==> src/inc/usb_host_transaction_status_pkg.sv <==
/*
 * Constants, register indices and types of the USB host transaction
 * command and result block. Assumes an AXI4-Lite register bus with
 * 32-bit data and registers that each occupy one aligned word.
 */
package usb_host_transaction_status_pkg;

    // ==================================================================
    // Register map: printed indices, byte address is four times these.
    localparam int           ENGINES          = 2;
    localparam int           AXI_ADDR_W       = 20;
    localparam int           IDX_W            = 18;
    localparam logic [17:0]  IDX_BASE         = 18'h0c080;
    localparam logic [17:0]  IDX_H1_CONTROL   = 18'h0c080;
    localparam logic [17:0]  IDX_H1_COUNT     = 18'h0c084;
    localparam logic [17:0]  IDX_H1_STATUS    = 18'h0c086;
    localparam logic [17:0]  IDX_H1_RESULT    = 18'h0c088;
    localparam logic [17:0]  IDX_H2_CONTROL   = 18'h0c0a0;
    localparam logic [17:0]  IDX_H2_STATUS    = 18'h0c0a6;
    localparam logic [17:0]  IDX_H2_RESULT    = 18'h0c0a8;
    localparam logic [17:0]  IDX_SPAN         = 18'h00040;
    localparam int           ENGINE_BIT       = 5;
    localparam logic [4:0]   OFF_CONTROL      = 5'h00;
    localparam logic [4:0]   OFF_COUNT        = 5'h04;
    localparam logic [4:0]   OFF_STATUS_TOKEN = 5'h06;
    localparam logic [4:0]   OFF_RESULT_ADDR  = 5'h08;

    // ==================================================================
    // Field layouts.
    localparam int           ST_OVERFLOW      = 11;
    localparam int           ST_UNDERFLOW     = 10;
    localparam int           ST_STALL         = 7;
    localparam int           ST_NAK           = 6;
    localparam int           ST_LENGTH        = 5;
    localparam int           ST_TOGGLE        = 3;
    localparam int           ST_TIMEOUT       = 2;
    localparam int           ST_ERROR         = 1;
    localparam int           ST_ACK           = 0;
    localparam int           CTL_ARM          = 0;
    localparam int           CTL_ISO          = 4;
    localparam int           CTL_SYNC         = 5;
    localparam int           CTL_SEQ          = 6;
    localparam int           CTL_PREAMBLE     = 7;
    localparam logic [15:0]  CTL_MASK         = 16'h00f1;
    localparam int           COUNT_W          = 10;
    localparam int           CNT_PORT_SEL     = 14;
    localparam logic [15:0]  COUNT_MASK       = 16'h43ff;
    localparam int           RXLEN_W          = 11;
    localparam int           ADDR7_W          = 7;
    localparam logic [15:0]  REG_RESET        = 16'h0000;
    localparam logic [5:0]   RESULT_NEG_MARK  = 6'h3f;

    // ==================================================================
    // Token selector codes.
    localparam logic [3:0]   PID_SETUP        = 4'hd;
    localparam logic [3:0]   PID_IN           = 4'h9;
    localparam logic [3:0]   PID_OUT          = 4'h1;
    localparam logic [3:0]   PID_SOF          = 4'h5;
    localparam logic [3:0]   PID_PREAMBLE     = 4'hc;
    localparam logic [3:0]   PID_NAK          = 4'ha;
    localparam logic [3:0]   PID_STALL        = 4'he;
    localparam logic [3:0]   PID_DATA0        = 4'h3;
    localparam logic [3:0]   PID_DATA1        = 4'hb;

    // ==================================================================
    // Bus answers.
    localparam logic [1:0]   RESP_OKAY        = 2'b00;
    localparam logic [1:0]   RESP_SLVERR      = 2'b10;

    typedef enum logic [2:0] {
        SEL_NONE   = 3'b000,
        SEL_CTRL   = 3'b001,
        SEL_COUNT  = 3'b010,
        SEL_STATUS = 3'b011,
        SEL_RESULT = 3'b100
    } reg_sel_type;

endpackage

==> src/hdl/usb_host_transaction_status.sv <==
/*
 * Per-transaction command and result registers of two USB host serial
 * engines, reached over AXI4-Lite. Assumes the serial engine itself
 * reports each finished transaction as a one-cycle pulse with its
 * outcome on the same cycle, all synchronous to aclk.
 */
// The implementer's own choice: the AXI4-Lite slave port.

// Summary of operation
// - Overflow bit 11 set when received data exceeded the byte count.
// - Underflow bit 10 set when received data fell short of the count.
// - Length bit 5 set on either overflow or underflow.
// - Stall bit 7 reflects a STALL answer in the last transaction.
// - NAK bit 6 reflects a NAK answer in the last transaction.
// - Toggle bit 3 reports DATA1 as one, DATA0 as zero.
// - On a transaction error toggle is forced zero and error set.
// - Timeout bit 2 set when the peripheral answered too late.
// - Error bit 1 set on CRC failures or unexpected packet types.
// - Length mismatch never touches the error bit.
// - ACK bit 0 on ACK, or on clean isochronous completion.
// - Write-only token register: bits 7..4 token, 3..0 endpoint.
// - Token selector codes SETUP, IN, OUT, SOF, PRE, NAK, STALL, DATA.
// - ACK handshakes come from the engine, not the selector.
// - Four-bit endpoint number reaches any of 16 endpoints.
// - Sixteen-bit read-only result holds count minus received length after IN, zero otherwise.
// - Overflow result is negative, bits 15..11 all ones.
// - Underflow result is the count of unused programmed bytes.
// - Write-only target address, bits 6..0, upper bits reserved.
// - Result reads and address writes share one location per engine.
// - Status reads and token writes share one location per engine.
// - Ten-bit byte count is the reference for every comparison.
// - Arm bit starts a transaction and clears itself on completion.
module usb_host_transaction_status
    import usb_host_transaction_status_pkg::*;
(
    input  wire logic                          aclk,
    input  wire logic                          aresetn,
    input  wire logic [AXI_ADDR_W-1:0]         s_axi_awaddr,
    input  wire logic [2:0]                    s_axi_awprot,
    input  wire logic                          s_axi_awvalid,
    output logic                               s_axi_awready,
    input  wire logic [31:0]                   s_axi_wdata,
    input  wire logic [3:0]                    s_axi_wstrb,
    input  wire logic                          s_axi_wvalid,
    output logic                               s_axi_wready,
    output logic [1:0]                         s_axi_bresp,
    output logic                               s_axi_bvalid,
    input  wire logic                          s_axi_bready,
    input  wire logic [AXI_ADDR_W-1:0]         s_axi_araddr,
    input  wire logic [2:0]                    s_axi_arprot,
    input  wire logic                          s_axi_arvalid,
    output logic                               s_axi_arready,
    output logic [31:0]                        s_axi_rdata,
    output logic [1:0]                         s_axi_rresp,
    output logic                               s_axi_rvalid,
    input  wire logic                          s_axi_rready,
    input  wire logic [ENGINES-1:0]            xfer_done,
    input  wire logic [ENGINES-1:0]            rx_ack,
    input  wire logic [ENGINES-1:0]            rx_nak,
    input  wire logic [ENGINES-1:0]            rx_stall,
    input  wire logic [ENGINES-1:0]            rx_timeout,
    input  wire logic [ENGINES-1:0]            rx_crc_error,
    input  wire logic [ENGINES-1:0]            rx_bad_pid,
    input  wire logic [ENGINES-1:0]            rx_data1,
    input  wire logic [ENGINES-1:0][RXLEN_W-1:0] rx_length,
    output logic [ENGINES-1:0]                 arm,
    output logic [ENGINES-1:0]                 iso_mode,
    output logic [ENGINES-1:0]                 sof_sync,
    output logic [ENGINES-1:0]                 send_data1,
    output logic [ENGINES-1:0]                 preamble_en,
    output logic [ENGINES-1:0]                 port_b_sel,
    output logic [ENGINES-1:0][COUNT_W-1:0]    byte_count,
    output logic [ENGINES-1:0][3:0]            token_selector,
    output logic [ENGINES-1:0][3:0]            endpoint,
    output logic [ENGINES-1:0]                 token_legal,
    output logic [ENGINES-1:0][ADDR7_W-1:0]    target_address
);

    // ==================================================================
    // Helpers.
    function automatic reg_sel_type reg_decode(
        input logic [IDX_W-1:0] idx);
        logic [IDX_W-1:0] off;
        off = idx - IDX_BASE;
        reg_decode = SEL_NONE;
        if (idx >= IDX_BASE && off < IDX_SPAN) begin
            case (off[4:0])
                OFF_CONTROL:      reg_decode = SEL_CTRL;
                OFF_COUNT:        reg_decode = SEL_COUNT;
                OFF_STATUS_TOKEN: reg_decode = SEL_STATUS;
                OFF_RESULT_ADDR:  reg_decode = SEL_RESULT;
                default:          reg_decode = SEL_NONE;
            endcase
        end
    endfunction

    function automatic logic engine_of(input logic [IDX_W-1:0] idx);
        logic [IDX_W-1:0] off;
        off = idx - IDX_BASE;
        engine_of = off[ENGINE_BIT];
    endfunction

    function automatic logic [15:0] merge16(input logic [15:0] old,
                                            input logic [31:0] data,
                                            input logic [3:0]  strb);
        merge16 = old;
        if (strb[0]) begin
            merge16[7:0] = data[7:0];
        end
        if (strb[1]) begin
            merge16[15:8] = data[15:8];
        end
    endfunction

    function automatic logic pid_known(input logic [3:0] pid);
        case (pid)
            PID_SETUP, PID_IN, PID_OUT, PID_SOF, PID_PREAMBLE,
            PID_NAK, PID_STALL, PID_DATA0, PID_DATA1: pid_known = 1'b1;
            default:                                  pid_known = 1'b0;
        endcase
    endfunction

    // ==================================================================
    // AXI4-Lite slave. Address and data are taken together in one beat.
    logic        awready_r;
    logic        bvalid_r;
    logic [1:0]  bresp_r;
    logic        arready_r;
    logic        rvalid_r;
    logic [1:0]  rresp_r;
    logic [31:0] rdata_r;

    wire logic [IDX_W-1:0] w_idx   = s_axi_awaddr[AXI_ADDR_W-1:2];
    wire logic [IDX_W-1:0] r_idx   = s_axi_araddr[AXI_ADDR_W-1:2];
    wire reg_sel_type      w_sel   = reg_decode(w_idx);
    wire reg_sel_type      r_sel   = reg_decode(r_idx);
    wire logic             w_eng   = engine_of(w_idx);
    wire logic             r_eng   = engine_of(r_idx);
    wire logic             wr_go   = s_axi_awvalid & s_axi_wvalid &
                                     awready_r;
    wire logic             rd_go   = s_axi_arvalid & arready_r;

    always_ff @(posedge aclk) begin
        if (!aresetn) begin
            awready_r <= 1'b0;
            bvalid_r  <= 1'b0;
            bresp_r   <= RESP_OKAY;
        end else begin
            awready_r <= ~awready_r & s_axi_awvalid & s_axi_wvalid &
                         ~bvalid_r;
            if (wr_go) begin
                bvalid_r <= 1'b1;
                bresp_r  <= (w_sel == SEL_NONE) ? RESP_SLVERR : RESP_OKAY;
            end else if (s_axi_bready) begin
                bvalid_r <= 1'b0;
            end
        end
    end

    // ==================================================================
    // Per-engine registers and transaction completion.
    logic [ENGINES-1:0][15:0] ctrl_r;
    logic [ENGINES-1:0][15:0] count_r;
    logic [ENGINES-1:0][7:0]  token_r;
    logic [ENGINES-1:0]       legal_r;
    logic [ENGINES-1:0][6:0]  addr_r;
    logic [ENGINES-1:0][15:0] status_r;
    logic [ENGINES-1:0][15:0] result_r;
    logic [ENGINES-1:0]       done_w;
    logic [ENGINES-1:0]       rx_dir_w;

    genvar e;
    for (e = 0; e < ENGINES; e++) begin : g_eng
        wire logic wr_me  = wr_go & (w_eng == 1'(e));
        wire logic done   = xfer_done[e] & ctrl_r[e][CTL_ARM];
        wire logic err    = rx_crc_error[e] | rx_bad_pid[e];
        wire logic iso    = ctrl_r[e][CTL_ISO];
        // Only an IN transaction has a data stage to measure.
        wire logic rx_dir = token_r[e][7:4] == PID_IN;
        wire logic [RXLEN_W-1:0] cnt = {1'b0, count_r[e][COUNT_W-1:0]};
        wire logic over   = rx_dir & (rx_length[e] > cnt);
        wire logic under  = rx_dir & (rx_length[e] < cnt);
        wire logic ack    = iso ? ~(err | rx_timeout[e])
                                : rx_ack[e] & ~err;
        wire logic [15:0] diff = 16'(cnt) - 16'(rx_length[e]);
        logic [15:0] st_nxt;
        logic [15:0] ctrl_nxt;

        assign done_w[e]   = done;
        assign rx_dir_w[e] = rx_dir;

        always_comb begin
            st_nxt               = REG_RESET;
            st_nxt[ST_OVERFLOW]  = over;
            st_nxt[ST_UNDERFLOW] = under;
            st_nxt[ST_LENGTH]    = over | under;
            st_nxt[ST_STALL]     = rx_stall[e];
            st_nxt[ST_NAK]       = rx_nak[e];
            st_nxt[ST_TOGGLE]    = rx_data1[e] & ~err;
            st_nxt[ST_TIMEOUT]   = rx_timeout[e];
            st_nxt[ST_ERROR]     = err;
            st_nxt[ST_ACK]       = ack;
        end

        // A firmware write that re-arms wins over the completion clear.
        always_comb begin
            ctrl_nxt = ctrl_r[e];
            if (wr_me && w_sel == SEL_CTRL) begin
                ctrl_nxt = merge16(ctrl_r[e], s_axi_wdata, s_axi_wstrb) &
                           CTL_MASK;
            end else if (done) begin
                ctrl_nxt[CTL_ARM] = 1'b0;
            end
        end

        always_ff @(posedge aclk) begin
            if (!aresetn) begin
                ctrl_r[e]   <= REG_RESET;
                count_r[e]  <= REG_RESET;
                token_r[e]  <= REG_RESET[7:0];
                legal_r[e]  <= 1'b0;
                addr_r[e]   <= REG_RESET[6:0];
                status_r[e] <= REG_RESET;
                result_r[e] <= REG_RESET;
            end else begin
                ctrl_r[e] <= ctrl_nxt;
                if (wr_me && w_sel == SEL_COUNT) begin
                    count_r[e] <= merge16(count_r[e], s_axi_wdata,
                                          s_axi_wstrb) & COUNT_MASK;
                end
                if (wr_me && w_sel == SEL_STATUS && s_axi_wstrb[0]) begin
                    token_r[e] <= s_axi_wdata[7:0];
                    legal_r[e] <= pid_known(s_axi_wdata[7:4]);
                end
                if (wr_me && w_sel == SEL_RESULT && s_axi_wstrb[0]) begin
                    addr_r[e] <= s_axi_wdata[ADDR7_W-1:0];
                end
                if (done) begin
                    status_r[e] <= st_nxt;
                    result_r[e] <= rx_dir ? diff : REG_RESET;
                end
            end
        end

        assign arm[e]            = ctrl_r[e][CTL_ARM];
        assign iso_mode[e]       = ctrl_r[e][CTL_ISO];
        assign sof_sync[e]       = ctrl_r[e][CTL_SYNC];
        assign send_data1[e]     = ctrl_r[e][CTL_SEQ];
        assign preamble_en[e]    = ctrl_r[e][CTL_PREAMBLE];
        assign port_b_sel[e]     = count_r[e][CNT_PORT_SEL];
        assign byte_count[e]     = count_r[e][COUNT_W-1:0];
        assign token_selector[e] = token_r[e][7:4];
        assign endpoint[e]       = token_r[e][3:0];
        assign token_legal[e]    = legal_r[e];
        assign target_address[e] = addr_r[e];
    end

    // ==================================================================
    // Read path. Write-only registers share locations with read-only ones.
    wire logic [15:0] rd_val =
        (r_sel == SEL_CTRL)   ? ctrl_r[r_eng]   :
        (r_sel == SEL_COUNT)  ? count_r[r_eng]  :
        (r_sel == SEL_STATUS) ? status_r[r_eng] :
        (r_sel == SEL_RESULT) ? result_r[r_eng] :
                                REG_RESET;

    always_ff @(posedge aclk) begin
        if (!aresetn) begin
            arready_r <= 1'b0;
            rvalid_r  <= 1'b0;
            rresp_r   <= RESP_OKAY;
            rdata_r   <= 32'h0000_0000;
        end else begin
            arready_r <= ~arready_r & s_axi_arvalid & ~rvalid_r;
            if (rd_go) begin
                rvalid_r <= 1'b1;
                rdata_r  <= {16'h0000, rd_val};
                rresp_r  <= (r_sel == SEL_NONE) ? RESP_SLVERR : RESP_OKAY;
            end else if (s_axi_rready) begin
                rvalid_r <= 1'b0;
            end
        end
    end

    assign s_axi_awready = awready_r;
    assign s_axi_wready  = awready_r;
    assign s_axi_bvalid  = bvalid_r;
    assign s_axi_bresp   = bresp_r;
    assign s_axi_arready = arready_r;
    assign s_axi_rvalid  = rvalid_r;
    assign s_axi_rresp   = rresp_r;
    assign s_axi_rdata   = rdata_r;
endmodule

==> config.mk <==
export PLATFORM = sky130hd
export DESIGN_NAME = usb_host_transaction_status
export DESIGN_NICKNAME = d
export VERILOG_FILES = /design/src/inc/usb_host_transaction_status_pkg.sv /design/src/hdl/usb_host_transaction_status.sv
export SDC_FILE = /design/constraint.sdc
export NUM_CORES = 1
export LEC_CHECK = 0
export ABC_AREA = 1
export BUFFER_PORTS_ARGS = -buffer_cell sky130_fd_sc_hd__buf_2
export CORE_UTILIZATION = 52
export DETAILED_ROUTE_END_ITERATION = 7
export GPL_TIMING_DRIVEN = 0
export PLACE_DENSITY_LB_ADDON = 0.2
export SLEW_MARGIN = 20
export SYNTH_ARGS = -nofsm -noshare
export SYNTH_HDL_FRONTEND = slang
export SYNTH_SLANG_ARGS = --single-unit
export TNS_END_PERCENT = 30
==> constraint.sdc <==
create_clock -name aclk -period 1.8 [get_ports aclk]
set_input_delay 0.09 -clock aclk [delete_from_list [all_inputs] [get_ports aclk]]
set_output_delay 0.09 -clock aclk [all_outputs]
set_load 0.02 [all_outputs]
[Yosys cells after proc, flatten, opt, wreduce, memory -nomap -nowiden]
Memory sizes are Yosys's and may differ from the RTL's. A register that Yosys moved wholly into a read port is not among the register bits.
Index checks and enable logic that the tools add are counted.
Word-level totals
  flip-flop bits (word level): 136
  ROM bits: 32
  bits of input ports: 127
  word-level logic and storage cells: 155
  memories kept: 2
Memories
  (name not given): words 16, width 1, rd ports 1, clocked after memory_dff 1, write ports 0, RTL line usb_host_transaction_status.sv:116  | case (pid)
  (name not given): words 16, width 1, rd ports 1, clocked after memory_dff 1, write ports 0, RTL line usb_host_transaction_status.sv:116
Cells by class
  add/subtract/negate cells: 4
  magnitude comparators: 9
  eq/ne operators: 18
  mux-type cells: 32
  bitwise logic cells: 35
  reduce and logical (&&, ||, !) cells: 32
Operators with widths (count)
  two-way mux 16 bit: 11
  >= comparator 18 x 16 -> 1 bit, second input constant: 2
  < comparator 18 x 7 -> 1 bit, second input constant: 2
  subtractor 18 x 16 -> 18 bit, second input constant: 2
  case mux 3 bit (4 select lines): 2
  subtractor 10 x 11 -> 12 bit: 2
  greater-than comparator 11 x 10 -> 1 bit: 2
  < comparator 11 x 10 -> 1 bit: 2
  AND 1 bit: 20
  equality test 5 x 3 -> 1 bit, second input constant: 4
  AND reduction 2 bit: 8
  two-way mux 15 bit: 1
  logical AND 1 bit: 14
  equality test 3 x 2 -> 1 bit, second input constant: 4
  two-way mux 1 bit: 12
  two-way mux 12 bit: 1
  equality test 5 x 4 -> 1 bit, second input constant: 2
  zero test 5 bit: 2
  NOT 1 bit: 9
  equality test 4 bit, second input constant: 2
  two-way mux 8 bit: 1
  nonzero test 2 bit: 4
  equality test 3 x 1 -> 1 bit, second input constant: 2
  equality test 3 bit, second input constant: 2
  7 further kinds: 17

[Longest topological paths before layout]
  depth in word-level cells: 9
  depth in mapped cells: 13
  mapped depth without buffers: 13

[Least setup slack after synthesis]
Ideal clock, no wire load.
  path type: register to register
  from: register count_r (netlist bit byte_count[0])
  to: register status_r[5] (netlist name)
  data arrival time: 1.695 ns
  data required time: 1.691 ns
  path slack: -0.003 ns
  stages on the path, launching flop included: 13
  clock period less this slack: 1.803 ns
  cell sequence: dfxtp_1 > inv_1 > ha_1 > inv_1 > fa_1 > nand3_1 > nand3_1 > nand3_1 > nand3_1 > nand3_1 > nand3_1 > nand2_1 > inv_1
Between the ends
  cells in the longest elaborated chain, start to end: 3
  elaborated cells between the ends (all ways): 5
RTL lines
  start, declared: RTL line usb_host_transaction_status.sv:163  | logic [ENGINES-1:0][15:0] count_r;
  start signal, assigned by index: RTL line usb_host_transaction_status.sv:228  | count_r[e] <= merge16(count_r[e], s_axi_wdata,
  greater-than comparator 11 x 10 -> 1 bit / < comparator 11 x 10 -> 1 bit (equally long branches): RTL line usb_host_transaction_status.sv:181, usb_host_transaction_status.sv:182
  AND 1 bit, on equally long branches: RTL line usb_host_transaction_status.sv:181, usb_host_transaction_status.sv:182
  bitwise OR 1 bit *: RTL line usb_host_transaction_status.sv:196  | st_nxt[ST_LENGTH] = over | under;
  end signal, assigned by index: RTL line usb_host_transaction_status.sv:239  | status_r[e] <= st_nxt;
  end, declared: RTL line usb_host_transaction_status.sv:167  | logic [ENGINES-1:0][15:0] status_r;
Every way passes the cells marked *; elsewhere a longest branch is shown, timed or not.
A chain may end at the register's enable or synchronous reset.

[Worst setup path in the final report]
  from: register count_r (netlist bit byte_count[14])
  to: register result_r[21] (netlist name)
Between the ends
  cells in the longest elaborated chain, start to end: 2
RTL lines
  subtractor 10 x 11 -> 12 bit: RTL line usb_host_transaction_status.sv:185  | wire logic [15:0] diff = 16'(cnt) - 16'(rx_length[e]);
  two-way mux 16 bit: RTL line usb_host_transaction_status.sv:240  | result_r[e] <= rx_dir ? diff : REG_RESET;
  end signal, assigned by index: RTL line usb_host_transaction_status.sv:240
  end, declared: RTL line usb_host_transaction_status.sv:168  | logic [ENGINES-1:0][15:0] result_r;
Every way passes these cells.

==> results.md <==
* Post-synthesis mux area share at 0%
* Worst-path fanout max at 5
* Vias in the first global route at about 7.3k
* Num rows at 43
* Setup Skew at around 7.3 ps
* Status: complete, no violations
* Hpwl dp at approximately 17 mm
* Crit path time final at 1760 ps
* Crit Path Category: reg2reg
* R2R Path Start: byte_count[14]
* Die Y at 121 um
* RSZ-0062 raised after global routing: true
* Starting density of the core at between 50% and 60%
* Core Region at 13,900 um^2
* Grt ovf at 0
* Highest clock rate at ~570 MHz
* Worst-Skew Late Latency at 430 ps
* Seq/Total Area, Yosys at between 30 and 40%
* H-tree lvl count at 4
* Max cap viols at 0
* P per Cell Area at 738 nW/um^2
* WL per Instance at ~15 um
* Pins Over Slew Limit at 0
* I/O pins at ~230
* WL final at 23.3 mm
* Largest family of logic cells by synthesized area: simple AND/OR/NAND/NOR gates
* Layout cells sized above 1 at about 22%
* Critical Path Source Type: flop
* Final #Nets at ~1.6k
* Syn-to-layout area delta at 30.5%
* Clk slew on worst S/H paths at ~60 ps
* Worst Hold Launch: s_axi_wdata[3]
* First-pass GRT wire length at 35.6 mm
* First-pass DRT Iterations at 5
* Leak Pwr at between 5 and 6 nW
* Register bit total from synthesis at 126
* Initial antenna violation count at 0
* Worst min path class: in2reg
* Final GP Congestion at approximately 0.93
* VDD IR-drop max at between 0.0005 and 0.0006 V
* Compound-Gate Fraction of Synth Area at 11.5%
* YS warnings at 0
* Slew @ Worst Pin at 681 ps
* Mapped Avg Cell Area at around 6.4 um^2
* Root buffer cell: clkbuf_16
* Final TNS setup at 0 ps
* Slew headroom at approximately 55%
* Die area at about 15,000 um^2
* CP required at 2090 ps
* CTS Sinks at about 130
* Cells after Synth at ~1.2k
* Port bufs at about 170
* Setup violations, final at 0
* Tcrit/Tclk final at just under 100%
* Synth unique cells at 40
* Routed Antenna Nets at 0
* All-Layer GR Usage at a little under a third
* Critical path endpoint category: flop
* Synth Area in Adders at between 4 and 5%
* Xor/xnor share of the synthesized area at less than 1%
* Worst path arrival time at between 2000 and 2500 ps
* Inserted Diodes at 0
* Clock buffer depth at 2
* Post-layout instance area at between 9000 and 10,000 um^2
* Final Hold Viols at 0
* Crit path launch: byte_count[14]
* CTS tree: done
* Vias/cell at just over 5
* Post-Synthesis Cell Area at roughly 7400 um^2
* Largest net degree at the start of global routing at 17
* Placed inst area at roughly 8500 um^2
* TritonCTS buffer count at 17
* DRT iter0 DRCs at roughly 700
* DRC viols at 0
* Post-synthesis simple-gate area fraction at 37.7%
* Die X at ~120 um
* Vias at between 8k and 9k
==> worst max-delay path: stages (launching register included) <==
cell,delay [ps]
dfxtp_1,470
ha_4,270
a21oi_1,250
inv_1,80
nor2_1,110
nand2_1,70
o21ai_0,280
a21oi_1,100
==> metrics by stage <==
stage,hold WS [ps],total power [W],utilization [%],std cells,setup slack [ps]
4_1_cts,7.87,0.00708,68.3,1592,3.58
2_1_floorplan,208,0.00322,-,1178,10.7
3_5_place_dp,330,0.00344,61.6,1532,-197
5_1_grt,18.7,0.00730,69.5,1594,-64.5
3_3_place_gp,325,0.00343,61.6,1532,-238
6_report,21.4,0.00711,69.5,1594,39.0
==> layer usage <==
| metal | track usage [%] | wire (um) | vias up |
|---|---|---|---|
| li1 | - | - | 4096 |
| met4 | 18.5 | 1070 | 0 |
| met3 | 7.00 | 1960 | 81 |
| met5 | 0 | 0 | - |
| met1 | 38.8 | 9620 | 3592 |
| met2 | 51.3 | 10600 | 380 |
==> cells by family (layout without fill, tap and decap cells) <==
logic type                 Yosys count  after routing
adders and majority gates           24             24
DFF                                126            126
xor gates and xnor gates             1              1
other                                1             18
buffers and inverters              208            444
AOI/OAI and AO/OA                  160            160
and+or+nand+nor                    641            641
==> synth_stat cells <==
cell / n / share of area [%]
a21oi_1: 80 / 5.4
a2bb2oi_1: 1 / 0.12
a31oi_1: 2 / 0.17
and2_1: 1 / 0.085
buf_1: 2 / 0.10
buf_2: 3 / 0.20
buf_4: 21 / 2.1
buf_6: 5 / 0.76
clkbuf_1: 26 / 1.3
conb_1: 1 / 0.051
dfxtp_1: 126 / 34
fa_1: 2 / 0.54
ha_1: 22 / 3.7
inv_1: 144 / 7.3
inv_2: 7 / 0.36
nand2_1: 313 / 16
nand2_2: 3 / 0.25
nand2_4: 3 / 0.46
nand3_1: 59 / 4.0
nand3_2: 6 / 0.81
nand3_4: 2 / 0.47
nand3b_1: 4 / 0.41
nand4_1: 17 / 1.4
nor2_1: 205 / 10
nor2_2: 7 / 0.59
nor2_4: 5 / 0.76
nor2_8: 4 / 1.1
nor3_1: 6 / 0.41
nor3_2: 1 / 0.14
nor3b_1: 2 / 0.20
nor4_1: 2 / 0.17
o2111ai_1: 2 / 0.24
o211ai_1: 1 / 0.10
o21a_1: 5 / 0.51
o21ai_0: 57 / 3.9
o21ai_1: 9 / 0.61
o21bai_4: 1 / 0.25
o31ai_1: 2 / 0.20
or2_4: 1 / 0.12
xor2_1: 1 / 0.12
==> layout make-up <==
cell class                      instances  area (um^2)
Fill cell                            1262         4240
Multi-Input combinational cell        844         4200
Sequential cell                       126         2530
Timing Repair Buffer                  204         1150
Inverter                              151          569
Clock buffer                           19          453
Buffer                                 57          334
Tap cell                              180          225
Clock inverter                         13          176
==> cell usage in the layout (no fill, tap or decap), types with 4 or more instances in the layout <==
master	n
buf_4	28
o21a_1	5
nor3_1	5
clkinv_4	4
ha_1	16
nand3_1	54
clkbuf_16	17
nor2_2	7
inv_2	11
inv_1	139
dlygate4sd3_1	23
nand3b_1	4
nand2_2	5
o21ai_0	53
buf_6	5
buf_2	177
nand3_4	4
dfxtp_1	121
nor2_8	4
ha_4	6
nor2_1	204
nand3_2	9
a21oi_2	4
clkbuf_1	26
o21ai_1	12
a21oi_1	75
conb_1	18
nand4_1	17
nand2_1	311
inv_6	5
nor2_4	6
dfxtp_2	5
==> where the power goes <==
group / total [W] / internal (W) / switching (W)
combinational: 0.000651 / 0.000248 / 0.000403
clock: 0.00366 / 0.00228 / 0.00137
sequential: 0.00281 / 0.00280 / 0.00000654
total: 0.00711 / 0.00533 / 0.00178
==> what timing repair did <==
action                                 CTS  global route
resized for setup                       14            34
endpoints found under the hold margin   24             0
pin swaps                                5             4
setup endpoints to repair               20            25
buffers inserted                         5             2
hold buffers                            23             0
==> path summary, 6_finish.rpt <==
kind	endpoint	slack (ps)	depth (start not counted)
worst min register to register	s_axi_arready	440	1
worst max-delay path	result_r[21]	40	7
worst min-delay path	byte_count[3]	20	3
worst max register to register	result_r[21]	40	7
==> state kept, by name, summed over array words and instances, names as in the netlist, 8 cells and up <==
name            cells
status_r           18
byte_count         20
token_selector      8
endpoint            8
s_axi_rdata        14
target_address     14
result_r           24
No activity file was read; power rests on OpenSTA's default activity.
